### src/include/sprc_pkg.sv
// Package for the software peripheral reset control block.
// Assumes a 32-bit register port and a 20 MHz system clock.
package sprc_pkg;

  // Register byte offsets
  localparam logic [11:0] SPRC_CORE_CHIP_OFS = 12'h008;
  localparam logic [11:0] SPRC_PERIPH_OFS = 12'h00c;
  localparam logic [11:0] SPRC_STATUS_OFS = 12'h004;
  localparam int SPRC_ADDR_W = 12;

  // Core/chip register fields
  localparam int SPRC_CHIP_BIT = 0;
  localparam int SPRC_CPU_BIT = 1;
  localparam int SPRC_DMA_BIT = 2;
  localparam logic [31:0] SPRC_CORE_MASK = 32'h0000_0007;

  // Peripheral register fields
  localparam int SPRC_TIMER0_BIT = 6;
  localparam int SPRC_TIMER1_BIT = 7;
  localparam int SPRC_TWI_BIT = 8;
  localparam int SPRC_SPI_BIT = 12;
  localparam int SPRC_SPK_BIT = 13;
  localparam int SPRC_UART_BIT = 16;
  localparam int SPRC_BIQ_BIT = 18;
  localparam int SPRC_CRC_BIT = 19;
  localparam int SPRC_PWM_BIT = 20;
  localparam int SPRC_CMP_BIT = 22;
  localparam int SPRC_ADC_BIT = 28;
  localparam int SPRC_AUDIO_BIT = 29;
  localparam int SPRC_ANA_BIT = 30;
  localparam logic [31:0] SPRC_PERIPH_MASK = 32'h705d_31c0;

  // Status register field
  localparam int SPRC_CPU_FLAG_BIT = 7;

  // Reset values
  localparam logic [31:0] SPRC_REG_RST = 32'h0000_0000;

  // One-shot hold, in clock cycles
  localparam int SPRC_ONESHOT_CYC = 2;
  localparam logic [1:0] SPRC_ONESHOT_LOAD = 2'(SPRC_ONESHOT_CYC);

  // Register port request
  typedef struct packed {
    logic [SPRC_ADDR_W-1:0] addr;
    logic [31:0] wdata;
    logic wr;
    logic rd;
  } sprc_req_s;

  // One-shot sequencer states
  typedef enum logic [1:0] {
    SPRC_IDLE = 2'b00,
    SPRC_HOLD = 2'b01
  } sprc_state_e;

endpackage : sprc_pkg

### src/design/sprc_reset_ctrl.sv
// Software reset control: DMA level reset, CPU and chip one-shots,
// per-peripheral level resets. Lock state comes from the lock-key logic.
// Lock level arrives on CLK_SYS, so it needs no synchroniser.
//
// Operation
// - DMA bit holds DMA block in reset
// - CPU one-shot resets kernel, clears after two
// - Chip one-shot resets chip, clears after two
// - Chip one-shot acts like power-on reset
// - Protected one-shots ignored while registers locked
// - Peripheral bit drives matching peripheral reset
// - Upper peripheral bit mapping 30 down 16
// - Lower peripheral bit mapping 13 down 6
// - Both registers clear to zero on reset
// - CPU one-shot sets sticky source flag
//
// Implementation choice: strobed register access.
`timescale 1ns/1ps
`default_nettype none

module sprc_reset_ctrl
  import sprc_pkg::*;
#(
  // One-shot hold length, in clock cycles
  parameter int ONESHOT_CYC = SPRC_ONESHOT_CYC
)
(
  // Clock and reset
  input wire logic CLK_SYS,
  input wire logic RST,
  // Register port
  input wire logic [SPRC_ADDR_W-1:0] ADDR,
  input wire logic [31:0] WDATA,
  input wire logic WR,
  input wire logic RD,
  output logic [31:0] RDATA,
  // Lock state from lock-key logic (same clock)
  input wire logic REGS_UNLOCKED,
  // Core resets
  output logic DMA_BLOCK_RESET,
  output logic CPU_ONESHOT_RESET,
  output logic WHOLE_CHIP_ONESHOT_RESET,
  // Peripheral resets
  output logic ANALOG_CTRL_RESET,
  output logic AUDIO_SERIAL_RESET,
  output logic CONVERTER_CTRL_RESET,
  output logic COMPARATOR_RESET,
  output logic PULSE_WIDTH_CTRL_RESET,
  output logic CHECKSUM_BLOCK_RESET,
  output logic BIQUAD_FILTER_RESET,
  output logic SERIAL_PORT_RESET,
  output logic SPEAKER_DRIVER_RESET,
  output logic SPI_CTRL_RESET,
  output logic TWO_WIRE_CTRL_RESET,
  output logic TIMER_ONE_RESET,
  output logic TIMER_ZERO_RESET,
  // Reset source flag
  output logic CPU_RESET_SOURCE_FLAG
);

  ////////////////////////////////////////////////////////////////////////
  // Elaboration checks and derived constants

  // Counter load for a hold of ONESHOT_CYC cycles
  localparam logic [1:0] ONESHOT_LOAD = 2'(ONESHOT_CYC - 1);

  // Bits that each register really maps
  localparam logic [31:0] CORE_MAP =
    (32'h0000_0001 << SPRC_DMA_BIT) | (32'h0000_0001 << SPRC_CPU_BIT) | (32'h0000_0001 << SPRC_CHIP_BIT);
  localparam logic [31:0] PERIPH_UPPER_MAP =
    (32'h0000_0001 << SPRC_ANA_BIT) | (32'h0000_0001 << SPRC_AUDIO_BIT) | (32'h0000_0001 << SPRC_ADC_BIT) |
    (32'h0000_0001 << SPRC_CMP_BIT) | (32'h0000_0001 << SPRC_PWM_BIT) | (32'h0000_0001 << SPRC_CRC_BIT) |
    (32'h0000_0001 << SPRC_BIQ_BIT) | (32'h0000_0001 << SPRC_UART_BIT);
  localparam logic [31:0] PERIPH_LOWER_MAP =
    (32'h0000_0001 << SPRC_SPK_BIT) | (32'h0000_0001 << SPRC_SPI_BIT) | (32'h0000_0001 << SPRC_TWI_BIT) |
    (32'h0000_0001 << SPRC_TIMER1_BIT) | (32'h0000_0001 << SPRC_TIMER0_BIT);

  // Hold must fit the 2-bit counter
  if (ONESHOT_CYC < 1 || ONESHOT_CYC > 4)
  begin : g_bad_hold
    $error("ONESHOT_CYC out of range 1 to 4");
  end

  // Masks must match the field map, or a peripheral reset would be lost
  if (CORE_MAP != SPRC_CORE_MASK || (PERIPH_UPPER_MAP | PERIPH_LOWER_MAP) != SPRC_PERIPH_MASK)
  begin : g_bad_map
    $error("register mask differs from field map");
  end

  ////////////////////////////////////////////////////////////////////////
  // Request bundle and decode

  sprc_req_s req;
  assign req = '{addr: ADDR, wdata: WDATA, wr: WR, rd: RD};

  function automatic logic hit(input logic [SPRC_ADDR_W-1:0] a, input logic [SPRC_ADDR_W-1:0] ofs);
    hit = (a == ofs);
  endfunction : hit

  // Places a one-bit field at its position in a word
  function automatic logic [31:0] at_bit(input logic v, input int pos);
    at_bit = 32'(v) << pos;
  endfunction : at_bit

  wire wr_core = req.wr && hit(req.addr, SPRC_CORE_CHIP_OFS);
  wire wr_periph = req.wr && hit(req.addr, SPRC_PERIPH_OFS);
  wire wr_status = req.wr && hit(req.addr, SPRC_STATUS_OFS);

  ////////////////////////////////////////////////////////////////////////
  // State

  logic dma_r;
  logic cpu_r;
  logic chip_r;
  logic [1:0] cpu_cnt_r;
  logic [1:0] chip_cnt_r;
  sprc_state_e cpu_st_r;
  sprc_state_e chip_st_r;
  logic [31:0] periph_r;
  logic cpu_flag_r;
  logic [31:0] rdata_r;

  // Protected one-shot triggers, dropped while locked
  wire cpu_fire = wr_core && REGS_UNLOCKED && req.wdata[SPRC_CPU_BIT];
  wire chip_fire = wr_core && REGS_UNLOCKED && req.wdata[SPRC_CHIP_BIT];

  // Only an idle one-shot starts; a repeat write mid-pulse is dropped
  wire cpu_start = cpu_fire && (cpu_st_r == SPRC_IDLE);
  wire chip_start = chip_fire && (chip_st_r == SPRC_IDLE);

  // DMA level follows every core write, locked or not
  wire dma_nxt = wr_core ? req.wdata[SPRC_DMA_BIT] : dma_r;

  // Peripheral levels; reserved bits never reach a register
  wire [31:0] periph_nxt = wr_periph ? (req.wdata & SPRC_PERIPH_MASK) : periph_r;

  // Source flag: a start sets it, writing 1 clears it, set wins
  wire clr_flag = wr_status && req.wdata[SPRC_CPU_FLAG_BIT];
  wire cpu_flag_nxt = cpu_start | (cpu_flag_r & ~clr_flag);

  // Read decode per register
  wire rd_core = req.rd && hit(req.addr, SPRC_CORE_CHIP_OFS);
  wire rd_periph = req.rd && hit(req.addr, SPRC_PERIPH_OFS);
  wire rd_status = req.rd && hit(req.addr, SPRC_STATUS_OFS);

  // Read words, reserved bits zero; one-shot bits read live
  wire [31:0] core_rd = (at_bit(dma_r, SPRC_DMA_BIT) | at_bit(cpu_r, SPRC_CPU_BIT) | at_bit(chip_r, SPRC_CHIP_BIT)) &
    SPRC_CORE_MASK;
  wire [31:0] stat_rd = at_bit(cpu_flag_r, SPRC_CPU_FLAG_BIT);

  // Read select; idle or unmapped cycles return zero
  wire [31:0] rdata_nxt =
    rd_core ? core_rd :
    rd_periph ? periph_r :
    rd_status ? stat_rd : 32'h0000_0000;

  ////////////////////////////////////////////////////////////////////////
  // Level registers

  // DMA and peripheral levels
  always_ff @(posedge CLK_SYS)
  begin
    if (RST)
    begin
      dma_r <= SPRC_REG_RST[SPRC_DMA_BIT];
      periph_r <= SPRC_REG_RST;
    end
    else
    begin
      dma_r <= dma_nxt;
      periph_r <= periph_nxt;
    end
  end

  // Source flag
  always_ff @(posedge CLK_SYS)
  begin
    if (RST)
      cpu_flag_r <= 1'b0;
    else
      cpu_flag_r <= cpu_flag_nxt;
  end

  // Read data, one cycle after the strobe
  always_ff @(posedge CLK_SYS)
  begin
    if (RST)
      rdata_r <= 32'h0000_0000;
    else
      rdata_r <= rdata_nxt;
  end

  ////////////////////////////////////////////////////////////////////////
  // CPU one-shot: high two cycles then self-clears

  always_ff @(posedge CLK_SYS)
  begin
    if (RST)
    begin
      cpu_st_r <= SPRC_IDLE;
      cpu_r <= 1'b0;
      cpu_cnt_r <= 2'h0;
    end
    else
    begin
      case (cpu_st_r)
        SPRC_IDLE:
        begin
          if (cpu_start)
          begin
            cpu_st_r <= SPRC_HOLD;
            cpu_r <= 1'b1;
            cpu_cnt_r <= ONESHOT_LOAD;
          end
        end
        SPRC_HOLD:
        begin
          if (cpu_cnt_r == 2'h0)
          begin
            cpu_st_r <= SPRC_IDLE;
            cpu_r <= 1'b0;
          end
          else
            cpu_cnt_r <= cpu_cnt_r - 2'h1;
        end
        default:
        begin
          cpu_st_r <= SPRC_IDLE;
          cpu_r <= 1'b0;
          cpu_cnt_r <= 2'h0;
        end
      endcase
    end
  end

  ////////////////////////////////////////////////////////////////////////
  // Chip one-shot: high two cycles then self-clears

  always_ff @(posedge CLK_SYS)
  begin
    if (RST)
    begin
      chip_st_r <= SPRC_IDLE;
      chip_r <= 1'b0;
      chip_cnt_r <= 2'h0;
    end
    else
    begin
      case (chip_st_r)
        SPRC_IDLE:
        begin
          if (chip_start)
          begin
            chip_st_r <= SPRC_HOLD;
            chip_r <= 1'b1;
            chip_cnt_r <= ONESHOT_LOAD;
          end
        end
        SPRC_HOLD:
        begin
          if (chip_cnt_r == 2'h0)
          begin
            chip_st_r <= SPRC_IDLE;
            chip_r <= 1'b0;
          end
          else
            chip_cnt_r <= chip_cnt_r - 2'h1;
        end
        default:
        begin
          chip_st_r <= SPRC_IDLE;
          chip_r <= 1'b0;
          chip_cnt_r <= 2'h0;
        end
      endcase
    end
  end

  ////////////////////////////////////////////////////////////////////////
  // Outputs, all straight from flip-flops

  // Read data, zero outside the answer cycle
  assign RDATA = rdata_r;

  // Core resets
  assign DMA_BLOCK_RESET = dma_r;
  assign CPU_ONESHOT_RESET = cpu_r;
  assign WHOLE_CHIP_ONESHOT_RESET = chip_r;

  // Source flag
  assign CPU_RESET_SOURCE_FLAG = cpu_flag_r;

  // Upper peripheral map
  assign ANALOG_CTRL_RESET = periph_r[SPRC_ANA_BIT];
  assign AUDIO_SERIAL_RESET = periph_r[SPRC_AUDIO_BIT];
  assign CONVERTER_CTRL_RESET = periph_r[SPRC_ADC_BIT];
  assign COMPARATOR_RESET = periph_r[SPRC_CMP_BIT];
  assign PULSE_WIDTH_CTRL_RESET = periph_r[SPRC_PWM_BIT];
  assign CHECKSUM_BLOCK_RESET = periph_r[SPRC_CRC_BIT];
  assign BIQUAD_FILTER_RESET = periph_r[SPRC_BIQ_BIT];
  assign SERIAL_PORT_RESET = periph_r[SPRC_UART_BIT];

  // Lower peripheral map
  assign SPEAKER_DRIVER_RESET = periph_r[SPRC_SPK_BIT];
  assign SPI_CTRL_RESET = periph_r[SPRC_SPI_BIT];
  assign TWO_WIRE_CTRL_RESET = periph_r[SPRC_TWI_BIT];
  assign TIMER_ONE_RESET = periph_r[SPRC_TIMER1_BIT];
  assign TIMER_ZERO_RESET = periph_r[SPRC_TIMER0_BIT];

endmodule : sprc_reset_ctrl

`default_nettype wire

### config.mk
export PLATFORM = sky130hd
export DESIGN_NAME = sprc_reset_ctrl
export DESIGN_NICKNAME = d
export VERILOG_FILES = /design/src/include/sprc_pkg.sv /design/src/design/sprc_reset_ctrl.sv
export SDC_FILE = /design/constraint.sdc
export NUM_CORES = 1
export LEC_CHECK = 0
export BUFFER_PORTS_ARGS = -buffer_cell sky130_fd_sc_hd__buf_2
export CAP_MARGIN = 20
export CORE_UTILIZATION = 40
export CTS_CLUSTER_DIAMETER = 30
export DETAILED_ROUTE_END_ITERATION = 8
export PLACE_DENSITY = 0.77
export SYNTH_ARGS = -nofsm -noshare
export SYNTH_HDL_FRONTEND = slang
export SYNTH_SLANG_ARGS = --single-unit
export TNS_END_PERCENT = 30
### constraint.sdc
create_clock -name CLK_SYS -period 1.6 [get_ports CLK_SYS]
set_input_delay 0.08 -clock CLK_SYS [delete_from_list [all_inputs] [get_ports CLK_SYS]]
set_output_delay 0.08 -clock CLK_SYS [all_outputs]
set_load 0.02 [all_outputs]
=== Word-level counts from Yosys, hierarchy flattened ===
Index checks and enable logic that the tools add are counted.

* Bits of input ports: 49
* Output and inout bits: 49
* Logic and storage cells: 69
* Register bits after elaboration: 56

* $add $sub $neg: 2
* Reductions and logical operators: 21
* Multiplexer cells: 19
* Bitwise logic cells: 5
* Equal/unequal tests: 11

{| class="wikitable"
|+ Operator list
! operator !! count
|-
| $mux W31 || 1
|-
| $eq A12 B4 Y1 const B || 2
|-
| $pmux W2 S2 || 4
|-
| $eq A12 B3 Y1 const B || 1
|-
| $logic_and A1 B1 Y1 || 12
|-
| $mux W2 || 6
|-
| $ne A2 B2 Y1 const B || 6
|-
| $logic_not A2 Y1 || 4
|-
| $mux W8 || 1
|-
| $reduce_and A2 Y1 || 4
|-
| $eq A2 B1 Y1 const B || 2
|-
| $mux W1 || 4
|-
| $pmux W1 S2 || 2
|-
| $sub A2 B1 Y2 const B || 2
|-
| $mux W3 || 1
|-
| $or A3 B1 Y3 || 1
|-
| $or A3 B2 Y3 || 1
|-
| $reduce_or A2 Y1 || 1
|-
| $and A1 B1 Y1 || 1
|-
| $not A1 Y1 || 1
|-
| $or A1 B1 Y1 || 1
|}

=== Longest topological paths before layout ===
Gate-level depths: netlist of the first run.

* Depth in word-level cells: 7
* Gate-level depth with buffers: 5
* Gate-level depth less buffers: 5

=== Worst setup path before layout of the first run ===
OpenSTA, ideal clock, no wires.

* Kind: input port to flip-flop
* Start point: in ADDR[9]
* End point: reg periph_r[12]
* Setup time: 0.072 ns
* Stages on the path: 4
* Data required time: 1.528 ns
* Setup slack: 0.115 ns
* Data arrival time: 1.414 ns
* Path buffers: 1
* Path through: or4_4 > nor4_4 > buf_8 > mux2i_1

* Word-level cells in the longest chain between the ends: 2

{| class="wikitable"
|+ Ends and longest elaborated chain
! what !! line !! text
|-
| start: declaration || sprc_reset_ctrl.sv:32 || <nowiki>input wire logic [SPRC_ADDR_W-1:0] ADDR,</nowiki>
|-
| $eq A12 B4 Y1 || sprc_reset_ctrl.sv:97 || <nowiki>hit = (a == ofs);</nowiki>
|-
| $logic_and A1 B1 Y1 || sprc_reset_ctrl.sv:106 || <nowiki>wire wr_periph = req.wr && hit(req.addr, SPRC_PERIPH_OFS);</nowiki>
|-
| end signal: assignment || sprc_reset_ctrl.sv:171 || <nowiki>periph_r <= periph_nxt;</nowiki>
|-
| end: declaration || sprc_reset_ctrl.sv:119 || <nowiki>logic [31:0] periph_r;</nowiki>
|}

Every way passes these cells.
A chain may end at the register's enable or synchronous reset.

=== Worst setup path after layout of the first run ===
* Start point: reg chip_cnt_r[1]
* End point: reg chip_cnt_r[1]

* Word-level cells in the longest chain between the ends: 3
* Elaborated cells between the ends (all ways): 6
* Those cells by class: add/sub (1); eq/ne (1); mux (2); reduce/logical (2)

{| class="wikitable"
|+ Ends and longest elaborated chain
! what !! line !! text
|-
| start: declaration || sprc_reset_ctrl.sv:116 || <nowiki>logic [1:0] chip_cnt_r;</nowiki>
|-
| start signal: assignment || sprc_reset_ctrl.sv:267 || <nowiki>chip_cnt_r <= chip_cnt_r - 2'h1;</nowiki>
|-
| $sub A2 B1 Y2 / $logic_not A2 Y1 (equally long branches) || sprc_reset_ctrl.sv:267, sprc_reset_ctrl.sv:261 ||
|-
| $mux W2 / $ne A2 B2 Y1 (equally long branches) || -- ||
|-
| $pmux W2 S2 / $reduce_and A2 Y1 (equally long branches) || -- ||
|}

Parallel ways exist; a longest one is shown, timed or not. The select of a mux whose other input is x is not followed.

==> impl_metrics.py, run 1 <==
metrics = {
    "sta": {
        "finalSetupViolations": 0,
        "min_period_over_period_pct": 81.24,
        "rsz0062_at_grt": "no",
        "drv_slew": 0,
        "skew_ns": 0.003007,
        "setup_tns_ns": 0,
        "fmax_mhz": 769.3,
        "period_needed_ns": 1.300,
        "hold_viol_final": 0,
    },
    "critical_path": {
        "r2r_slack_ns": 0.30,
        "critPathLaunchType": "register",
        "path_buf_inv": 1,
        "cp_data_required_time_ns": 1.81,
        "setup.worst_path.class": "register to register",
        "crit_arrival_ns": 1.51,
        "path_cells": "inv_1 > ha_1 > nand2b_1 > or3_1 > o211ai_1",
        "rr_worst_depth": 5,
        "critical_path.max_fanout": 5,
        "reg2reg_to": "chip_cnt_r[1]",
        "cp_slowest_cell": "dfxtp_1",
        "critPathMaxStageDelay_ns": 0.36,
        "worstSetupEndpointType": "register",
        "crit_family": "simple AND/OR/NAND/NOR gates",
        "regToRegStartpoint": "chip_cnt_r[1]",
    },
    "yosys": {
        "synth_simple_gate_area_share_pct": 24.69,
        "yosysUniqueCellTypes": 34,
        "syn_inst": 179,
        "ys_seq_elements": 37,
        "ys_async_sr_fraction_pct": 0,
        "synth_top_family_by_area": "simple AND/OR/NAND/NOR gates",
        "yosysSeqAreaShare_pct": 45.68,
        "synth_adder_area_share_pct": 1.543,
        "synthesis.area_um2": 1622,
        "synth_top_flop_cell": "dfxtp_1",
        "yosys.area_share.xor_xnor_pct": 1.080,
        "synth_warnings": 0,
        "synth-edff-count": 0,
        "muxShareOfSynthArea_pct": 9.259,
        "synth_compound_area_share_pct": 3.627,
        "synth.avg_cell_area_um2": 9.059,
    },
    "placed_design": {
        "routabilityCongestion": 0.7922,
        "hpwl_mm": 2.544,
        "dpl_cell_area_um2": 1958,
        "port_buffers": 65,
    },
    "floorplanning": {
        "die_w_um": 65.67,
        "num_rows": 22,
        "fp.dieH_um": 65.67,
        "initial_core_util_pct": 43.00,
        "boundaryPins": 98,
        "dieArea_um2": 4313,
        "fp.coreArea_um2": 3771,
    },
    "power_and_ir_drop": {
        "leakage_nw": 0.9042,
        "ir_drop_mv": 0.5277,
        "p_per_area_nw_per_um2": 852.0,
    },
    "final_layout": {
        "diodes": 0,
        "nets": 301,
        "drive_above_1_share_pct": 33.07,
        "area_growth_pct": 27.01,
        "fin_area_um2": 2059,
    },
    "hold_path": {
        "hp-class": "primary input to register",
        "min_path_cells": 3,
        "holdCritStartpoint": "WDATA[8]",
        "min_to": "periph_r[8]",
    },
    "global_route": {
        "grt-ovfl-total": 0,
        "antenna_found_initial": 0,
        "grt_pass1_vias": 1251,
        "grt_pass1_wl_mm": 5.416,
        "grt_max_degree": 35,
        "track_usage_pct": 16.94,
    },
    "clock_network": {
        "cts_resized": 0,
        "clock-sinks": 37,
        "post_cts_buffers": 0,
        "clock_path_buffers": 2,
        "hold_buffers": 0,
        "cts_tree": "yes",
        "cts_inserted_buffers": 5,
        "htree_levels": 2,
        "cts_root_buffer": "clkbuf_8",
        "clkLatencyLatePin_ns": 0.29,
        "clkTransAtPathRegs_ns": 0.07,
    },
    "run_status": {
        "outcome": "finished, final reports clean",
    },
    "detailed_routing": {
        "vias_per_cell": 4.679,
        "wl_per_cell_um": 11.23,
        "vias": 1399,
        "wirelength_mm": 3.357,
        "drcViolationCount": 0,
        "first_pass_iters": 4,
        "antenna_left": 0,
        "drt_first_iter_violations": 42,
    },
    "run": {
        "cap_violations": 0,
    },
}
==> cells in the mapped netlist, drive strengths merged, types with 2 or more instances <==
library cell | number | area share, %
nand2 | 28 | 6.5
inv | 17 | 3.9
nand2b | 4 | 1.5
buf | 18 | 8.6
a31oi | 2 | 0.77
nor4 | 4 | 2.5
nor4b | 4 | 2.2
nand4 | 3 | 1.2
ha | 2 | 1.5
clkbuf | 5 | 1.2
or4 | 2 | 1.2
nand3b | 2 | 0.93
mux2i | 15 | 9.3
nand3 | 5 | 1.5
dfxtp | 37 | 46
xnor2 | 2 | 1.1
nor3b | 2 | 0.93
o22ai | 4 | 1.5
nor3 | 12 | 3.7
==> metrics by stage <==
step	hold WS [ns]	instances	util, %	power (W)	setup slack (ns)
after floorplan	0.1567	194	-	0.001046	0.1149
after detailed placement	0.3345	291	51.92	0.001074	0.04284
final	0.03014	299	54.61	0.001755	0.3001
after global placement	0.3306	291	51.92	0.001073	0.08760
after CTS	0.02787	299	54.61	0.001772	0.2870
after global routing	0.03358	299	54.61	0.001825	0.2223
==> flip-flops by register name, indices dropped and copies added, names as in the netlist <==
register and count:
periph_r 13, cpu_cnt_r 2, DMA_BLOCK_RESET 1, CPU_RESET_SOURCE_FLAG 1, RDATA 16, chip_cnt_r 2, WHOLE_CHIP_ONESHOT_RESET 1, CPU_ONESHOT_RESET 1
==> cells in the final DEF, fill, tap and decap left out, drive strengths merged, types with 5 or more instances in the layout <==
master,count
nor3,12
nand2,28
nand3,5
mux2i,15
dfxtp,37
buf,72
inv,17
clkbuf,7
conb,16
==> per-layer routing <==
| layer | vias up | part of all wire (%) | GRT usage (%) |
|---|---|---|---|
| met4 | 0 | 0.80 | 6.793 |
| met5 | - | 0 | 0 |
| met1 | 631 | 46 | 18.86 |
| li1 | 712 | - | - |
| met2 | 54 | 47 | 29.46 |
| met3 | 2 | 6.1 | 5.382 |
==> logic make-up (layout without fill, tap and decap cells) <==
| logic type | count (synthesis) | after routing |
|---|---|---|
| simple gates | 72 | 72 |
| fa+ha+maj | 2 | 2 |
| compound gates | 9 | 9 |
| xor+xnor | 2 | 2 |
| mux | 15 | 15 |
| flops | 37 | 37 |
| buf+inv | 41 | 98 |
| other cells | 1 | 16 |
==> worst register-to-register path: cells and delay by family (launching register included) <==
| family | cells | cell delay [ns] |
|---|---|---|
| fa+ha+maj | 1 | 0.18 |
| buf+inv | 1 | 0.06 |
| simple gates | 2 | 0.54 |
| compound gates | 1 | 0.09 |
| flops | 1 | 0.36 |
==> power by group <==
part           internal [W]  leakage, nW  switching, W
clock network      0.000389       0.0542      0.000312
registers          0.000921        0.298  0.0000000754
logic             0.0000453        0.552     0.0000880
total               0.00135        0.904      0.000400
==> final cells by class <==
type | instances | area, um2
fillers | 373 | 1712
repair buffers | 72 | 377.9
multi-input cells | 116 | 711.9
flip-flops and latches | 37 | 740.7
clock buffers | 7 | 96.34
clock inverters | 1 | 5.005
inverters | 18 | 67.56
well taps | 48 | 60.06
==> how the worst max path moves through the flow <==
stage,from,end,slack (ns),depth (start not counted)
6_report,chip_cnt_r[1],chip_cnt_r[1],0.30,5
3_3_place_gp,ADDR[9],periph_r[19],0.09,5
2_1_floorplan,ADDR[9],periph_r[12],0.11,4
3_5_place_dp,ADDR[9],periph_r[29],0.04,5
5_1_grt,chip_cnt_r[1],chip_cnt_r[1],0.22,5
4_1_cts,chip_cnt_r[1],chip_cnt_r[1],0.29,5
Power figures use the tool's default switching activity.
==> run 2: changes to the inputs <==
--- a/config.mk
+++ b/config.mk
@@ -7,7 +7,7 @@
 export LEC_CHECK = 0
 export BUFFER_PORTS_ARGS = -buffer_cell sky130_fd_sc_hd__buf_2
 export CAP_MARGIN = 20
-export CORE_UTILIZATION = 40
+export CORE_UTILIZATION = 38
 export CTS_CLUSTER_DIAMETER = 30
 export DETAILED_ROUTE_END_ITERATION = 8
 export PLACE_DENSITY = 0.77
==> constraint.sdc (replaced) <==
create_clock -name CLK_SYS -period 1.1 [get_ports CLK_SYS]
set_input_delay 0.055 -clock CLK_SYS [delete_from_list [all_inputs] [get_ports CLK_SYS]]
set_output_delay 0.055 -clock CLK_SYS [all_outputs]
set_load 0.02 [all_outputs]
==> run 2 against run 1 <==
  * Non-clock buffer count up 10
  * The run now ends with setup timing left
  * Critical path depth up 1
  * Global-route usage down 0.36 points
  * Critical endpoint is now periph_r[12]
  * Sequential power up 45%
  * Clock-buffer cell count unchanged
  * Combinational power up 56%
  * Die area up 5.1%
==> impl_metrics.py, run 2 (synthesis gave the netlist of run 1 again) <==
metrics = {
    "clock_network": {
        "cts_tree": "yes",
        "clkTransAtPathRegs_ns": 0.07,
        "cts_inserted_buffers": 5,
        "clock-sinks": 37,
        "cts_root_buffer": "clkbuf_8",
        "htree_levels": 2,
        "clock_path_buffers": 2,
        "clkLatencyLatePin_ns": 0.29,
    },
    "run": {
        "cap_violations": 0,
    },
    "power_and_ir_drop": {
        "finalPower_w": 0.002748,
        "ir_drop_mv": 0.5142,
        "combPwrFrac_pct": 7.6,
        "p_sw_w": 0.0005924,
        "power.internal_w": 0.002155,
        "seq_power_share_pct": 48.7,
        "p_per_area_nw_per_um2": 1231,
        "leakage_nw": 0.9923,
        "power.share.switching_pct": 21.56,
        "clkPwrFrac_pct": 43.7,
    },
    "detailed_routing": {
        "vias_per_cell": 4.653,
        "antenna_left": 0,
        "wirelength_mm": 3.642,
        "wl_per_cell_um": 11.71,
        "drcViolationCount": 0,
        "drt_first_iter_violations": 46,
        "vias": 1447,
        "first_pass_iters": 4,
    },
    "placed_design": {
        "dp.cells": 301,
        "routabilityCongestion": 0.8330,
        "hpwl_mm": 2.724,
        "post-place-ws_ns": -0.4373,
        "port_buffers": 65,
        "dpl_cell_area_um2": 2037,
    },
    "run_status": {
        "violations": "setup timing",
        "outcome": "finished with violations",
    },
    "sta": {
        "drv_slew": 0,
        "rsz0062_at_grt": "yes",
        "skew_ns": 0.009074,
        "fmax_mhz": 800.7,
        "finalWorstSetupSlack_ns": -0.1489,
        "min_period_over_period_pct": 113.5,
        "finalSetupViolations": 14,
        "period_needed_ns": 1.249,
        "hold_viol_final": 0,
    },
    "final_layout": {
        "drive_above_1_share_pct": 39.08,
        "largest_register_ffs": 16,
        "fin_util_pct": 55.01,
        "final_common_cell": "buf_2",
        "nets": 311,
        "final_cell_mix": "buf_2, dfxtp_1, nand2_1",
        "stdcell_count": 311,
        "diodes": 0,
        "fin_area_um2": 2232,
        "nFillCells": 370,
        "area_growth_pct": 37.65,
    },
    "global_route": {
        "grt_max_degree": 20,
        "grt_pass1_vias": 1276,
        "grt_pass1_wl_mm": 5.602,
        "track_usage_pct": 16.58,
        "antenna_found_initial": 0,
        "grt-ovfl-total": 0,
    },
    "floorplanning": {
        "num_rows": 23,
        "fp.dieH_um": 67.33,
        "dieArea_um2": 4533,
        "die_w_um": 67.33,
        "boundaryPins": 98,
        "initial_core_util_pct": 39.96,
        "fp.coreArea_um2": 4058,
    },
    "critical_path": {
        "r2r_slack_ns": -0.10,
        "critPathLaunchType": "primary input",
        "crit_arrival_ns": 1.46,
        "critical_path.max_fanout": 7,
        "setup.worst_path.class": "primary input to register",
        "cp_data_required_time_ns": 1.31,
        "worstSetupEndpointType": "register",
    },
    "hold_path": {
        "hp-class": "primary input to register",
    },
}
==> run 2: cell types whose count changed in the layout (fill, tap and decap cells not counted), sizes merged <==
cell,delta
clkbuf,+1
clkinv,-1
buf,+9
bufinv,+1
==> run 2: what timing repair did <==
action,CTS,global route
setup endpoints to repair,17,23
resized for setup,6,5
pin swaps,1,2
cloned,0,1
hold buffers,0,0
setup buffers,0,1
==> run 2: worst paths after layout <==
| path | from | endpoint | depth (start not counted) |
|---|---|---|---|
| min | WDATA[8] | periph_r[8] | 3 |
| max | ADDR[6] | periph_r[12] | 6 |
| max reg2reg | chip_cnt_r[0] | chip_cnt_r[1] | 4 |
| min reg2reg | periph_r[13] | RDATA[13] | 2 |
==> run 2: routing by layer <==
| metal | wire length [um] | up-vias | track usage [%] | share of wire, % |
|---|---|---|---|---|
| li1 | - | 735 | - | - |
| met1 | 1601 | 642 | 20.82 | 44 |
| met2 | 1760 | 63 | 26.75 | 48 |
| met3 | 219 | 7 | 3.378 | 6.0 |
| met4 | 61 | 0 | 8.245 | 1.7 |
| met5 | 0 | - | 0 | 0 |
==> run 2: cell type report <==
cell class	count	area, um2	area share, %
tap	50	62.56	2.803
multi-input combinational	116	744.5	33.35
timing repair buffer	82	495.5	22.20
clock buffer	7	86.33	3.868
clock inverter	1	30.03	1.345
sequential	37	745.7	33.41
inverter	18	67.56	3.027
==> run 2: metrics by stage <==
step	TNS, ns	hold slack, ns
after floorplan	-4.894	0.1317
after global placement	-6.895	0.3033
after detailed placement	-7.931	0.3109
after CTS	-1.237	0.005088
after global routing	-2.723	0.006984
final	-1.760	0.009559
==> run 2: critical path: stages <==
cell,delay [ns]
buf_6,0.09
or4_4,0.54
nor4_4,0.26
buf_4,0.18
buf_12,0.13
mux2i_1,0.19
==> run 2: power by group through the flow <==
stage | clock [W] | sequential [W] | combinational, W
3_5_place_dp | 0 | 0.00137 | 0.000200
2_1_floorplan | 0 | 0.00137 | 0.000152
4_1_cts | 0.00122 | 0.00134 | 0.000203
5_1_grt | 0.00129 | 0.00134 | 0.000228
3_3_place_gp | 0 | 0.00137 | 0.000199
6_report | 0.00120 | 0.00134 | 0.000208
==> run 3: changes to the inputs <==
--- a/config.mk
+++ b/config.mk
@@ -11,6 +11,7 @@
 export CTS_CLUSTER_DIAMETER = 30
 export DETAILED_ROUTE_END_ITERATION = 8
 export PLACE_DENSITY = 0.77
+export SETUP_SLACK_MARGIN = 0.05
 export SYNTH_ARGS = -nofsm -noshare
 export SYNTH_HDL_FRONTEND = slang
 export SYNTH_SLANG_ARGS = --single-unit
==> run 3 against run 2 <==
  * The run still ends with setup timing left
  * Register-to-register slack barely moved
  * Cell area grew 0.56%
  * Clock skew is 0.00055 ns higher
  * Final cell count unchanged
  * Maximum frequency hardly changed
  * Hold slack about the same
  * Critical path type unchanged
  * Highest routed layer unchanged
==> impl_metrics.py, run 3 (synthesis gave the netlist of run 1 again) <==
metrics = {
    "clock_network": {
        "clkTransAtPathRegs_ns": 0.07,
        "clock-sinks": 37,
        "htree_levels": 2,
        "cts_inserted_buffers": 5,
        "cts_root_buffer": "clkbuf_8",
        "clock_path_buffers": 2,
        "clkLatencyLatePin_ns": 0.29,
        "cts_tree": "yes",
        "hold_buffers": 0,
    },
    "final_layout": {
        "final_cell_mix": "buf_2, dfxtp_1, nand2_1",
        "area_growth_pct": 38.43,
        "largest_register_ffs": 16,
        "diodes": 0,
        "drive_above_1_share_pct": 39.46,
        "fin_area_um2": 2245,
        "final_common_cell": "buf_2",
        "stdcell_count": 311,
        "nets": 311,
    },
    "floorplanning": {
        "fp.dieH_um": 67.33,
        "num_rows": 23,
        "die_w_um": 67.33,
        "dieArea_um2": 4533,
        "fp.coreArea_um2": 4058,
        "initial_core_util_pct": 39.96,
        "boundaryPins": 98,
    },
    "critical_path": {
        "cp_data_required_time_ns": 1.31,
        "critPathMaxStageDelay_ns": 0.54,
        "critPathLaunchType": "primary input",
        "setup.worst_path.class": "primary input to register",
        "worstSetupEndpointType": "register",
        "crit_arrival_ns": 1.46,
        "cp_slowest_cell": "or4_4",
        "path_cells": "buf_6 > or4_4 > nor4_4 > buf_4 > buf_12 > mux2i_1",
        "critical_path.max_fanout": 7,
    },
    "run_status": {
        "outcome": "finished with violations",
        "violations": "setup timing",
    },
    "global_route": {
        "grt_max_degree": 20,
        "grt_pass1_vias": 1276,
        "grt-ovfl-total": 0,
        "track_usage_pct": 16.58,
        "grt_pass1_wl_mm": 5.602,
        "antenna_found_initial": 0,
    },
    "sta": {
        "min_period_over_period_pct": 113.6,
        "finalSetupViolations": 14,
        "rsz0062_at_grt": "yes",
        "drv_slew": 0,
        "fmax_mhz": 799.9,
        "skew_ns": 0.009629,
        "period_needed_ns": 1.250,
        "hold_viol_final": 0,
        "finalWorstSetupSlack_ns": -0.1501,
    },
    "detailed_routing": {
        "drt_first_iter_violations": 41,
        "wirelength_mm": 3.660,
        "vias_per_cell": 4.659,
        "drcViolationCount": 0,
        "vias": 1449,
        "antenna_left": 0,
        "wl_per_cell_um": 11.77,
        "first_pass_iters": 4,
    },
    "placed_design": {
        "dp.cells": 301,
        "routabilityCongestion": 0.8330,
        "port_buffers": 65,
        "hpwl_mm": 2.724,
        "dpl_cell_area_um2": 2037,
    },
    "power_and_ir_drop": {
        "leakage_nw": 0.9930,
        "seq_power_share_pct": 48.7,
        "p_per_area_nw_per_um2": 1224,
        "p_sw_w": 0.0005924,
        "power.share.switching_pct": 21.56,
        "power.internal_w": 0.002155,
        "clkPwrFrac_pct": 43.7,
        "combPwrFrac_pct": 7.6,
        "ir_drop_mv": 0.5146,
    },
    "hold_path": {
        "hp-class": "primary input to register",
    },
    "run": {
        "cap_violations": 0,
    },
}
[run 3: worst max-delay path: cells and delay by family]
| family | cells | cell delay, ns |
|---|---|---|
| buf+inv | 3 | 0.40 |
| mux | 1 | 0.19 |
| simple gates | 2 | 0.80 |
[run 3: power by group through the flow]
stage          sequential, W  clock (W)  combinational [W]
2_1_floorplan        0.00137          0           0.000152
3_3_place_gp         0.00137          0           0.000199
3_5_place_dp         0.00137          0           0.000200
4_1_cts              0.00134    0.00122           0.000203
5_1_grt              0.00134    0.00129           0.000228
6_report             0.00134    0.00120           0.000208
[run 3: cell type report]
type                            instances  area [um2]
Sequential cell                        37       745.7
Timing Repair Buffer                   82       495.5
Fill cell                             367        1813
Multi-Input combinational cell        116       757.0
Clock inverter                          1       30.03
Clock buffer                            7       86.33
Inverter                               18       67.56
Tap cell                               50       62.56
[run 3: path summary, 6_finish.rpt]
| path | end | slack (ns) | cells past startpoint | start |
|---|---|---|---|---|
| worst max-delay path | periph_r[12] | -0.15 | 6 | ADDR[6] |
| worst min-delay path | periph_r[8] | 0.01 | 3 | WDATA[8] |
| worst min register to register | RDATA[13] | 0.45 | 2 | periph_r[13] |
| worst max register to register | chip_cnt_r[1] | -0.11 | 4 | chip_cnt_r[0] |
[run 3: metrics by stage]
stage	util [%]	setup TNS (ns)	power [W]	setup WS [ns]	hold slack (ns)
6_report	55.32	-1.766	0.002748	-0.1501	0.009886
5_1_grt	55.32	-2.601	0.002854	-0.2084	0.006984
2_1_floorplan	-	-4.894	0.001522	-0.3402	0.1317
3_5_place_dp	50.20	-7.931	0.001570	-0.4373	0.3109
4_1_cts	53.81	-1.237	0.002765	-0.1271	0.005088
3_3_place_gp	50.20	-6.895	0.001568	-0.3594	0.3033
[run 3: per-layer routing]
metal,routed length [um],up-vias,GRT usage [%]
li1,-,736,-
met1,1581,649,20.82
met2,1822,57,26.75
met3,197,7,3.378
met4,59,0,8.245
met5,0,-,0
[run 3: repair_timing]
item / in CTS / in global routing
pin swaps: 2 / 2
cloned: 0 / 1
gates resized for setup: 7 / 7
endpoints found under the setup margin: 19 / 30
setup buffers: 0 / 1
